==> src/rtl/ram_error_map.svh <==
`ifndef RAM_ERROR_MAP_SVH
`define RAM_ERROR_MAP_SVH

// Register byte addresses
`define RAMERR_STATUS_ADDR 12'hf80
`define RAMERR_MASK_ADDR 12'hf84
`define RAMERR_TIMEOUT_ADDR 12'hf88
`define RAMERR_IRQ_ENABLE_ADDR 12'hf8c

// Status and mask bit positions
`define RAMERR_BIT_CPL_OVF 0
`define RAMERR_BIT_EG_PKT_SOFT 1
`define RAMERR_BIT_EG_LL_SOFT 2
`define RAMERR_BIT_EG_PKT_ECC 3
`define RAMERR_BIT_EG_LL_ECC 4
`define RAMERR_BIT_IN_SOFT 5
`define RAMERR_BIT_IN_UNCOR 8

// Implemented bits and reset values
`define RAMERR_IMPL_MASK 32'h0000013f
`define RAMERR_STATUS_RESET 32'h00000000
`define RAMERR_MASK_RESET 32'h0000013f
`define RAMERR_TIMEOUT_RESET 8'h00
`define RAMERR_IRQ_ENABLE_RESET 1'h0

// Soft-error counter
`define RAMERR_SOFT_CNT_W 8

`endif

==> src/rtl/ram_error_pkg.sv <==
`default_nettype none
package ram_error_pkg;

    // Error events reported by the datapath, one pulse each
    typedef struct packed {
        logic ingressCplOverflow;
        logic egressCplOverflow;
        logic egressPacketRamSoft;
        logic egressLinkListRamSoft;
        logic egressPacketRamEcc2;
        logic egressLinkListRamEcc2;
        logic ingressPacketRamSoft;
        logic ingressPacketRamEcc2;
    } ram_error_events_t;

    // APB request as seen by the slave
    typedef struct packed {
        logic psel;
        logic penable;
        logic pwrite;
        logic [11:0] paddr;
        logic [31:0] pwdata;
    } apb_req_t;

endpackage : ram_error_pkg
`default_nettype wire

==> src/rtl/ram_error_status_bank.sv <==
// The APB register port was chosen for this implementation.
`timescale 1ns/1ps
`default_nettype none
`include "ram_error_map.svh"

// Overview of operation
// - Unmasked recorded errors raise the interrupt when interrupt generation is enabled.
// - Bit 0 sets on ingress or egress completion FIFO overflow.
// - Egress packet RAM soft errors counted; count reaching 256 sets bit 1.
// - Egress link-list RAM soft errors counted; count reaching 256 sets bit 2.
// - Egress packet RAM double-bit ECC error sets bit 3.
// - Egress link-list RAM double-bit ECC error sets bit 4.
// - Ingress packet RAM correctable single-bit error sets bit 5.
// - Ingress uncorrectable ECC error sets bit 8; other bits read zero.
// - Mask bit 0 gates completion overflow interrupt; one masks, resets to one.
// - Mask bits 1-5 and 8 gate matching flags; all reset to one.
// - Timeout field bits 7:0, cleared by software write, resets to zero.
module ram_error_status_bank (
    input wire logic mclk,
    input wire logic resetn,
    input wire logic powerOnResetn,
    input wire logic psel,
    input wire logic penable,
    input wire logic pwrite,
    input wire logic [11:0] paddr,
    input wire logic [31:0] pwdata,
    output logic [31:0] prdata,
    output logic pready,
    output logic pslverr,
    input wire ram_error_pkg::ram_error_events_t events,
    input wire logic tagTimeoutSet,
    input wire logic [7:0] tagTimeoutValue,
    output logic irq
);

    ram_error_pkg::apb_req_t req;
    logic [31:0] status;
    logic [31:0] mask;
    logic [7:0] tagTimeout;
    logic irqEnable;
    logic [31:0] setBits;
    logic [31:0] next_status;
    logic writeStrobe;
    logic eccPktOverflow;
    logic eccLlOverflow;

    // Decodes a byte address into a mapped-register hit
    function automatic logic addrMapped(input logic [11:0] a);
        addrMapped = (a == `RAMERR_STATUS_ADDR) || (a == `RAMERR_MASK_ADDR) ||
                     (a == `RAMERR_TIMEOUT_ADDR) || (a == `RAMERR_IRQ_ENABLE_ADDR);
    endfunction

    always_comb begin
        req.psel = psel;
        req.penable = penable;
        req.pwrite = pwrite;
        req.paddr = paddr;
        req.pwdata = pwdata;
    end

    // Zero-wait slave; unmapped addresses answer with pslverr
    always_comb begin
        pready = 1'b1;
        pslverr = req.psel && req.penable && !addrMapped(req.paddr);
        writeStrobe = req.psel && req.penable && req.pwrite;
    end

    soft_error_counter #(
        .WIDTH(`RAMERR_SOFT_CNT_W)
    ) u_egress_packet_cnt (
        .mclk(mclk),
        .resetn(resetn),
        .softError(events.egressPacketRamSoft),
        .overflow(eccPktOverflow)
    );

    soft_error_counter #(
        .WIDTH(`RAMERR_SOFT_CNT_W)
    ) u_egress_link_list_cnt (
        .mclk(mclk),
        .resetn(resetn),
        .softError(events.egressLinkListRamSoft),
        .overflow(eccLlOverflow)
    );

    // Event-to-bit mapping; reserved positions never set
    always_comb begin
        setBits = '0;
        setBits[`RAMERR_BIT_CPL_OVF] = events.ingressCplOverflow ||
                                      events.egressCplOverflow;
        setBits[`RAMERR_BIT_EG_PKT_SOFT] = eccPktOverflow;
        setBits[`RAMERR_BIT_EG_LL_SOFT] = eccLlOverflow;
        setBits[`RAMERR_BIT_EG_PKT_ECC] = events.egressPacketRamEcc2;
        setBits[`RAMERR_BIT_EG_LL_ECC] = events.egressLinkListRamEcc2;
        setBits[`RAMERR_BIT_IN_SOFT] = events.ingressPacketRamSoft;
        setBits[`RAMERR_BIT_IN_UNCOR] = events.ingressPacketRamEcc2;
    end

    // Write-one-to-clear; a simultaneous event wins so nothing is lost
    always_comb begin
        next_status = status;
        if (writeStrobe && (req.paddr == `RAMERR_STATUS_ADDR)) begin
            next_status = status & ~req.pwdata;
        end
        next_status = (next_status | setBits) & `RAMERR_IMPL_MASK;
    end

    // Sticky flags: power-on reset or a write-one clears them, warm reset keeps them
    always_ff @(posedge mclk) begin
        if (!powerOnResetn) begin
            status <= `RAMERR_STATUS_RESET;
        end else begin
            status <= next_status;
        end
    end

    // Sticky mask, also held across warm reset
    always_ff @(posedge mclk) begin
        if (!powerOnResetn) begin
            mask <= `RAMERR_MASK_RESET;
        end else if (writeStrobe && (req.paddr == `RAMERR_MASK_ADDR)) begin
            mask <= req.pwdata & `RAMERR_IMPL_MASK;
        end
    end

    // Interrupt generation enable, a plain control bit
    always_ff @(posedge mclk) begin
        if (!resetn) begin
            irqEnable <= `RAMERR_IRQ_ENABLE_RESET;
        end else if (writeStrobe && (req.paddr == `RAMERR_IRQ_ENABLE_ADDR)) begin
            irqEnable <= req.pwdata[0];
        end
    end

    // Timeout field: hardware loads it, any software write clears it; load wins
    always_ff @(posedge mclk) begin
        if (!resetn) begin
            tagTimeout <= `RAMERR_TIMEOUT_RESET;
        end else if (tagTimeoutSet) begin
            tagTimeout <= tagTimeoutValue;
        end else if (writeStrobe && (req.paddr == `RAMERR_TIMEOUT_ADDR)) begin
            tagTimeout <= `RAMERR_TIMEOUT_RESET;
        end
    end

    // Level interrupt while any unmasked flag is set
    always_ff @(posedge mclk) begin
        if (!resetn) begin
            irq <= 1'b0;
        end else begin
            irq <= irqEnable && |(next_status & ~mask);
        end
    end

    // Read mux; registered so data comes from flops in the access phase
    always_ff @(posedge mclk) begin
        if (!resetn) begin
            prdata <= '0;
        end else if (req.psel && !req.penable && !req.pwrite) begin
            unique case (req.paddr)
                `RAMERR_STATUS_ADDR: prdata <= status;
                `RAMERR_MASK_ADDR: prdata <= mask;
                `RAMERR_TIMEOUT_ADDR: prdata <= {24'h000000, tagTimeout};
                `RAMERR_IRQ_ENABLE_ADDR: prdata <= {31'h00000000, irqEnable};
                default: prdata <= '0;
            endcase
        end
    end

endmodule : ram_error_status_bank
`default_nettype wire

==> src/rtl/soft_error_counter.sv <==
`timescale 1ns/1ps
`default_nettype none
`include "ram_error_map.svh"

module soft_error_counter #(
    parameter int WIDTH = `RAMERR_SOFT_CNT_W
) (
    input wire logic mclk,
    input wire logic resetn,
    input wire logic softError,
    output logic overflow
);

    logic [WIDTH-1:0] count;

    // Wraps at full scale so the overflow pulse fires once per wrap
    always_ff @(posedge mclk) begin
        if (!resetn) begin
            count <= '0;
        end else if (softError) begin
            count <= count + {{(WIDTH-1){1'b0}}, 1'b1};
        end
    end

    // Pulse when the 2**WIDTH-th error arrives (count reaches 256)
    always_comb begin
        overflow = softError && (count == {WIDTH{1'b1}});
    end

endmodule : soft_error_counter
`default_nettype wire

==> config.mk <==
export PLATFORM = sky130hd
export DESIGN_NAME = ram_error_status_bank
export DESIGN_NICKNAME = d
export VERILOG_FILES = /design/src/rtl/ram_error_pkg.sv /design/src/rtl/ram_error_status_bank.sv /design/src/rtl/soft_error_counter.sv
export VERILOG_INCLUDE_DIRS = /design/src /design/src/rtl
export SDC_FILE = /design/constraint.sdc
export NUM_CORES = 1
export LEC_CHECK = 0
export ABC_AREA = 1
export CAP_MARGIN = 30
export CORE_ASPECT_RATIO = 1.5
export CORE_MARGIN = 8
export CORE_UTILIZATION = 57
export CTS_CLUSTER_SIZE = 10
export DETAILED_ROUTE_END_ITERATION = 10
export DONT_BUFFER_PORTS = 1
export GPL_ROUTABILITY_DRIVEN = 0
export PLACE_DENSITY_LB_ADDON = 0.15
export SLEW_MARGIN = 30
export SYNTH_ARGS = -nofsm -noshare
export SYNTH_HDL_FRONTEND = slang
export SYNTH_SLANG_ARGS = --single-unit
==> constraint.sdc <==
create_clock -name mclk -period 1.5 [get_ports mclk]
set_clock_uncertainty 0.15 [all_clocks]
set_input_delay 0.3 -clock mclk [delete_from_list [all_inputs] [get_ports mclk]]
set_output_delay 0.3 -clock mclk [all_outputs]
set_load 0.01 [all_outputs]
### Yosys cells after proc, flatten, opt, wreduce, memory -nomap -nowiden

Index checks and enable logic that the tools add are counted.

* register bits after elaboration: 72

* add/subtract/negate cells: 2
* equal/unequal tests: 6
* muxes and demuxes: 4
* bitwise logic cells: 5
* reduce and logical (&&, ||, !) cells: 21

Operators by type and width (number)
* $eq A12 B12 Y1 const B: 4
* $pmux W9 S4: 1
* $and A9 B32 Y32: 1
* $not A9 Y32: 1
* $reduce_or A32 Y1: 1
* $add A8 B1 Y8 const B: 2
* $eq A8 B8 Y1 const B: 2
* $mux W8: 2
* $logic_and A1 B1 Y1: 12
* $and A9 B9 Y9: 1
* $mux W9: 1
* $not A9 Y9: 1
* $or A9 B9 Y9: 1
* $logic_or A1 B1 Y1: 4
* $logic_not A1 Y1: 3
* $reduce_bool A2 Y1: 1

### Logic depth before layout (Yosys ltp)

* depth after elaboration: 8
* gate-level depth with buffers: 12
* depth with buffers taken out: 11

### By module

From an unflattened synthesis, not the netlist that was laid out.

* cells, all modules: 372
* area total of the unflattened synthesis: 2616.3 um2

By module, submodules not included
* ram_error_status_bank: instances 1, cells each 272, area an instance 1915.6 um2, sequential area each 660.6 um2
* soft_error_counter: instances 2, cells each 50, area an instance 350.3 um2, sequential area each 160.2 um2

### Worst setup path after synthesis

OpenSTA, ideal clock, no wires.

* kind: reg2reg
* start point: reg u_egress_packet_cnt.count[0]
* end point: reg irq
* library setup time: 70 ps
* data arrival time: 1269 ps
* required time: 1280 ps
* slack: 12 ps
* stages on the path, launching flop included: 12
* path buffers: 0
* cell sequence: dfxtp_1 > ha_1 > nand3_1 > nor2_1 > nand2_1 > nor2_2 > nand3_1 > nand2_1 > nand2_1 > nand2_1 > nor2_1 > a21oi_1

* longest elaborated chain between the ends: 6

Ends and longest elaborated chain
* start, declared: line soft_error_counter.sv:14 `logic [WIDTH-1:0] count;`
* start signal, assigned: line soft_error_counter.sv:21 `count <= count + {{(WIDTH-1){1'b0}}, 1'b1};`
* $eq A8 B8 Y1: line soft_error_counter.sv:27 `overflow = softError && (count == {WIDTH{1'b1}});`
* $logic_and A1 B1 Y1: line soft_error_counter.sv:27
* $or A9 B9 Y9: line ram_error_status_bank.sv:105 `` next_status = (next_status | setBits) & `RAMERR_IMPL_MASK; ``
* $and A9 B32 Y32: line ram_error_status_bank.sv:151 `irq <= irqEnable && |(next_status & ~mask);`
* $reduce_or A32 Y1: line ram_error_status_bank.sv:151
* $logic_and A1 B1 Y1: line ram_error_status_bank.sv:151
* end signal, assigned: line ram_error_status_bank.sv:151
* end, declared: line ram_error_status_bank.sv:33 `output logic irq`

Every way passes these cells.
A chain may end at the register's enable or synchronous reset.

### Final worst setup path

* start point: reg u_egress_packet_cnt.count[1]
* end point: reg irq

Same word-level chain as after synthesis.

==> summary.md <==
| Metric | Value |
|---|---|
| Delay-heaviest family, CP | `simple AND/OR/NAND/NOR gates` |
| Clk root buf | `clkbuf_8` |
| Clock-pin transition on the worst setup and hold timing paths | `90 ps` |
| Max stage delay on crit path | `360 ps` |
| Tcrit/Tclk final | `102%` |
| Min-delay worst type | `input pin to register` |
| Synth unique cells | `32` |
| Final setup viols | `1` |
| Layout cells sized above 1 | `24.7%` |
| RSZ-0062 raised after global routing | `yes` |
| TritonCTS buffer count | `5` |
| Crit path buffers/inverters | `0` |
| Sequential area share after synthesis | `38.6%` |
| Via count | `2442` |
| Crit path kind | `register to register` |
| Worst-Skew Late Latency | `300 ps` |
| Die W | `70.5 um` |
| Min cycle time layout | `1530 ps` |
| Syn Area/Cell | `7.09 um2` |
| Initial antenna violation count | `0` |
| Max-slew violations | `0` |
| Worst hold margin | `1.16 ps` |
| Remaining Overflow, GRT | `0` |
| Worst-Margin Slew | `546 ps` |
| VDD IR max | `0.705 mV` |
| WP data arrival | `1620 ps` |
| PortBufs | `0` |
| Outcome | `complete, but fails checks` |
| Pwr dens | `788 nW/um2` |
| Largest net degree at the start of global routing | `17` |
| Ys Warns | `0` |
| Leakage dissipation | `1.48 nW` |
| Sw frac | `23.2%` |
| Fmax | `0.652 GHz` |
| Crit-path most repeated cell | `nand2_1` |
| Starting Density | `57.9%` |
| Core area | `4390 um2` |
| First-pass GRT wire length | `10900 um` |
| Vias/cell | `5.16` |
| Number of max-cap violations | `0` |
| Die height | `97.8 um` |
| Failing checks | `negative setup slack` |
| GRT Util Overall | `18.8%` |
| Crit-path cells | `ha_4 -> nand3_2 -> nor2_2 -> nand2_1 -> nor2_2 -> nand3_2 -> nand2_1 -> nand2_1 -> nand2_1 -> nor2_1 -> a21oi_1` |
| CP required | `1590 ps` |
| Int Pwr | `0.00201 W` |
| R2R Setup Slk | `-30 ps` |
| Cell count after synthesis | `359` |
| Reg power frac | `51.9%` |
| Final Hold Viols | `0` |
| Max-slew headroom | `63.6%` |
| Setup WS post-layout | `-34.6 ps` |
| Worst Setup Start Kind | `register` |
| Post-route ant nets | `0` |
| Initial drt markers | `134` |
| Detailed-router iteration count before antenna repair | `4` |
| Clk sink count | `49` |
| Total Die Area | `6900 um2` |
| H-tree depth | `2` |
| IO Count | `102` |
| Worst-path fanout max | `2` |
| Layout area overhead | `30.7%` |
| Net Sw Power | `0.000609 W` |
| Clock network fraction of total power | `36.8%` |
| Number of global-route vias before repair | `2456` |
| Drt drc | `0` |
| Final wirelength | `6820 um` |
| Final HPWL DP | `4600 um` |
| Row cnt | `30` |
| CP Capture Type | `register` |
| Power share of the combinational group | `11.3%` |
| CTS Buffer Depth | `2` |
| Synth Cell Area | `2540 um2` |
| Critical path's slowest cell | `dfxtp_2` |
| Ant. Diodes | `0` |
| Wire per inst | `14.4 um` |
| Nets@finish | `493` |
| #FFs+latches synth | `49` |
| CTS tree | `done` |
| Place WS | `-173 ps` |
==> worst register-to-register path: cells and delay by family, from the launching register on <==
kind                       cells  cell delay, ps
DFF                            1             360
AOI/OAI and AO/OA              1             130
and+or+nand+nor                9             690
adders and majority gates      1             140
==> per-stage QoR <==
step | power, W | cell area (um2) | TNS [ps] | utilization [%] | std cells
after global routing | 0.00270 | 3330 | -367 | 75.7 | 473
after CTS | 0.00262 | 3190 | -100 | 72.7 | 467
final | 0.00262 | 3330 | -34.6 | 75.7 | 473
after floorplan | 0.00158 | 2630 | 0 | - | 381
after global placement | 0.00158 | 2740 | -1680 | 62.4 | 431
after detailed placement | 0.00159 | 2740 | -2240 | 62.4 | 431
==> logic make-up (layout without fill, tap and decap cells) <==
group | after synthesis | count (layout) | share of synthesized area, %
flip-flops | 49 | 49 | 38.6
AO/OA/AOI/OAI | 66 | 66 | 14.9
other | 2 | 24 | 0.295
XOR/XNOR | 1 | 1 | 0.344
buffers and inverters | 82 | 126 | 16.1
adder cells (fa/ha/maj) | 2 | 2 | 0.984
AND/OR/NAND/NOR | 157 | 157 | 28.9
==> per-layer routing <==
layer	GRT usage, %	wire [um]
met5	0	0
met4	8.52	230
met3	6.80	561
met2	33.8	3590
met1	18.4	2440
==> cells in the mapped netlist <==
library cell	n	share of area, %
a21oi_1	31	6.1
o211ai_1	9	2.7
inv_2	3	0.44
dfxtp_1	49	39
nor3_2	1	0.39
conb_1	2	0.30
buf_6	1	0.44
nand3_1	21	4.1
nand2_1	68	10
nor2_4	3	1.3
nand3_2	2	0.79
a31oi_4	1	0.84
nand4_1	8	2.0
ha_1	2	0.98
nor3_4	1	0.64
nand3b_1	1	0.30
or2_2	1	0.25
o21ai_1	5	0.98
nor2_2	5	1.2
nor3_1	3	0.59
xnor2_1	1	0.34
o22ai_1	4	0.98
clkinv_1	1	0.15
nor2_1	34	5.0
buf_1	1	0.15
or2_1	5	1.2
buf_4	25	7.4
o21ai_2	1	0.34
clkbuf_1	4	0.59
nand2_2	4	0.98
o21ai_0	15	3.0
inv_1	47	6.9
==> power by group through the flow <==
stage,clock network [W],registers (W),logic (W)
final,0.000965,0.00136,0.000295
after global routing,0.00101,0.00136,0.000327
after CTS,0.000983,0.00136,0.000278
after detailed placement,0,0.00138,0.000207
after global placement,0,0.00138,0.000202
after floorplan,0,0.00138,0.000200
==> what timing repair did <==
| item | CTS | global route |
|---|---|---|
| endpoints found under the hold margin | 38 | 1 |
| resized for setup | 20 | 26 |
| hold buffers | 20 | 1 |
| setup endpoints to repair | 3 | 14 |
| buffers inserted | 8 | 6 |
| pin swaps | 14 | 14 |
==> cell type report <==
type / count / area [um2]
multi-input combinational: 250 / 1380
clock inverter: 1 / 30.0
fill: 345 / 1070
clock buffer: 7 / 86.3
tap: 48 / 60.1
timing repair buffer: 67 / 592
sequential: 49 / 986
inverter: 51 / 191
==> registers in the layout, indices dropped and copies added, names as in the netlist <==
signal / flops
u_egress_link_list_cnt.count: 8
irq: 1
prdata: 9
status: 7
irqEnable: 1
u_egress_packet_cnt.count: 8
mask: 7
tagTimeout: 8
==> cells in the final DEF (no fill, tap or decap), types with 3 or more instances in the layout <==
cell	n
nand2_1	65
dfxtp_1	45
inv_1	44
buf_4	42
a21oi_1	30
nor2_1	26
conb_1	24
dlygate4sd3_1	19
nand3_1	15
o21ai_0	12
nor2_2	9
o211ai_1	9
nand4_1	8
o21ai_1	8
nor2_4	7
nand3_2	7
inv_2	6
clkbuf_8	6
nand2_2	5
or2_1	5
dfxtp_2	4
o22ai_1	3
buf_6	3
==> worst paths after layout <==
path,end,cells after the start,startpoint
hold reg to reg,u_egress_link_list_cnt.count[7]$_SDFFE_PN0P_,2,u_egress_link_list_cnt.count[7]$_SDFFE_PN0P_
setup / recovery,irq$_SDFF_PN0_,11,u_egress_packet_cnt.count[1]$_SDFFE_PN0P_
setup reg to reg,irq$_SDFF_PN0_,11,u_egress_packet_cnt.count[1]$_SDFFE_PN0P_
hold / removal,mask[4]$_SDFFE_PN1P_,2,pwdata[4]
Note: power is estimated with default switching activity, not from simulation.
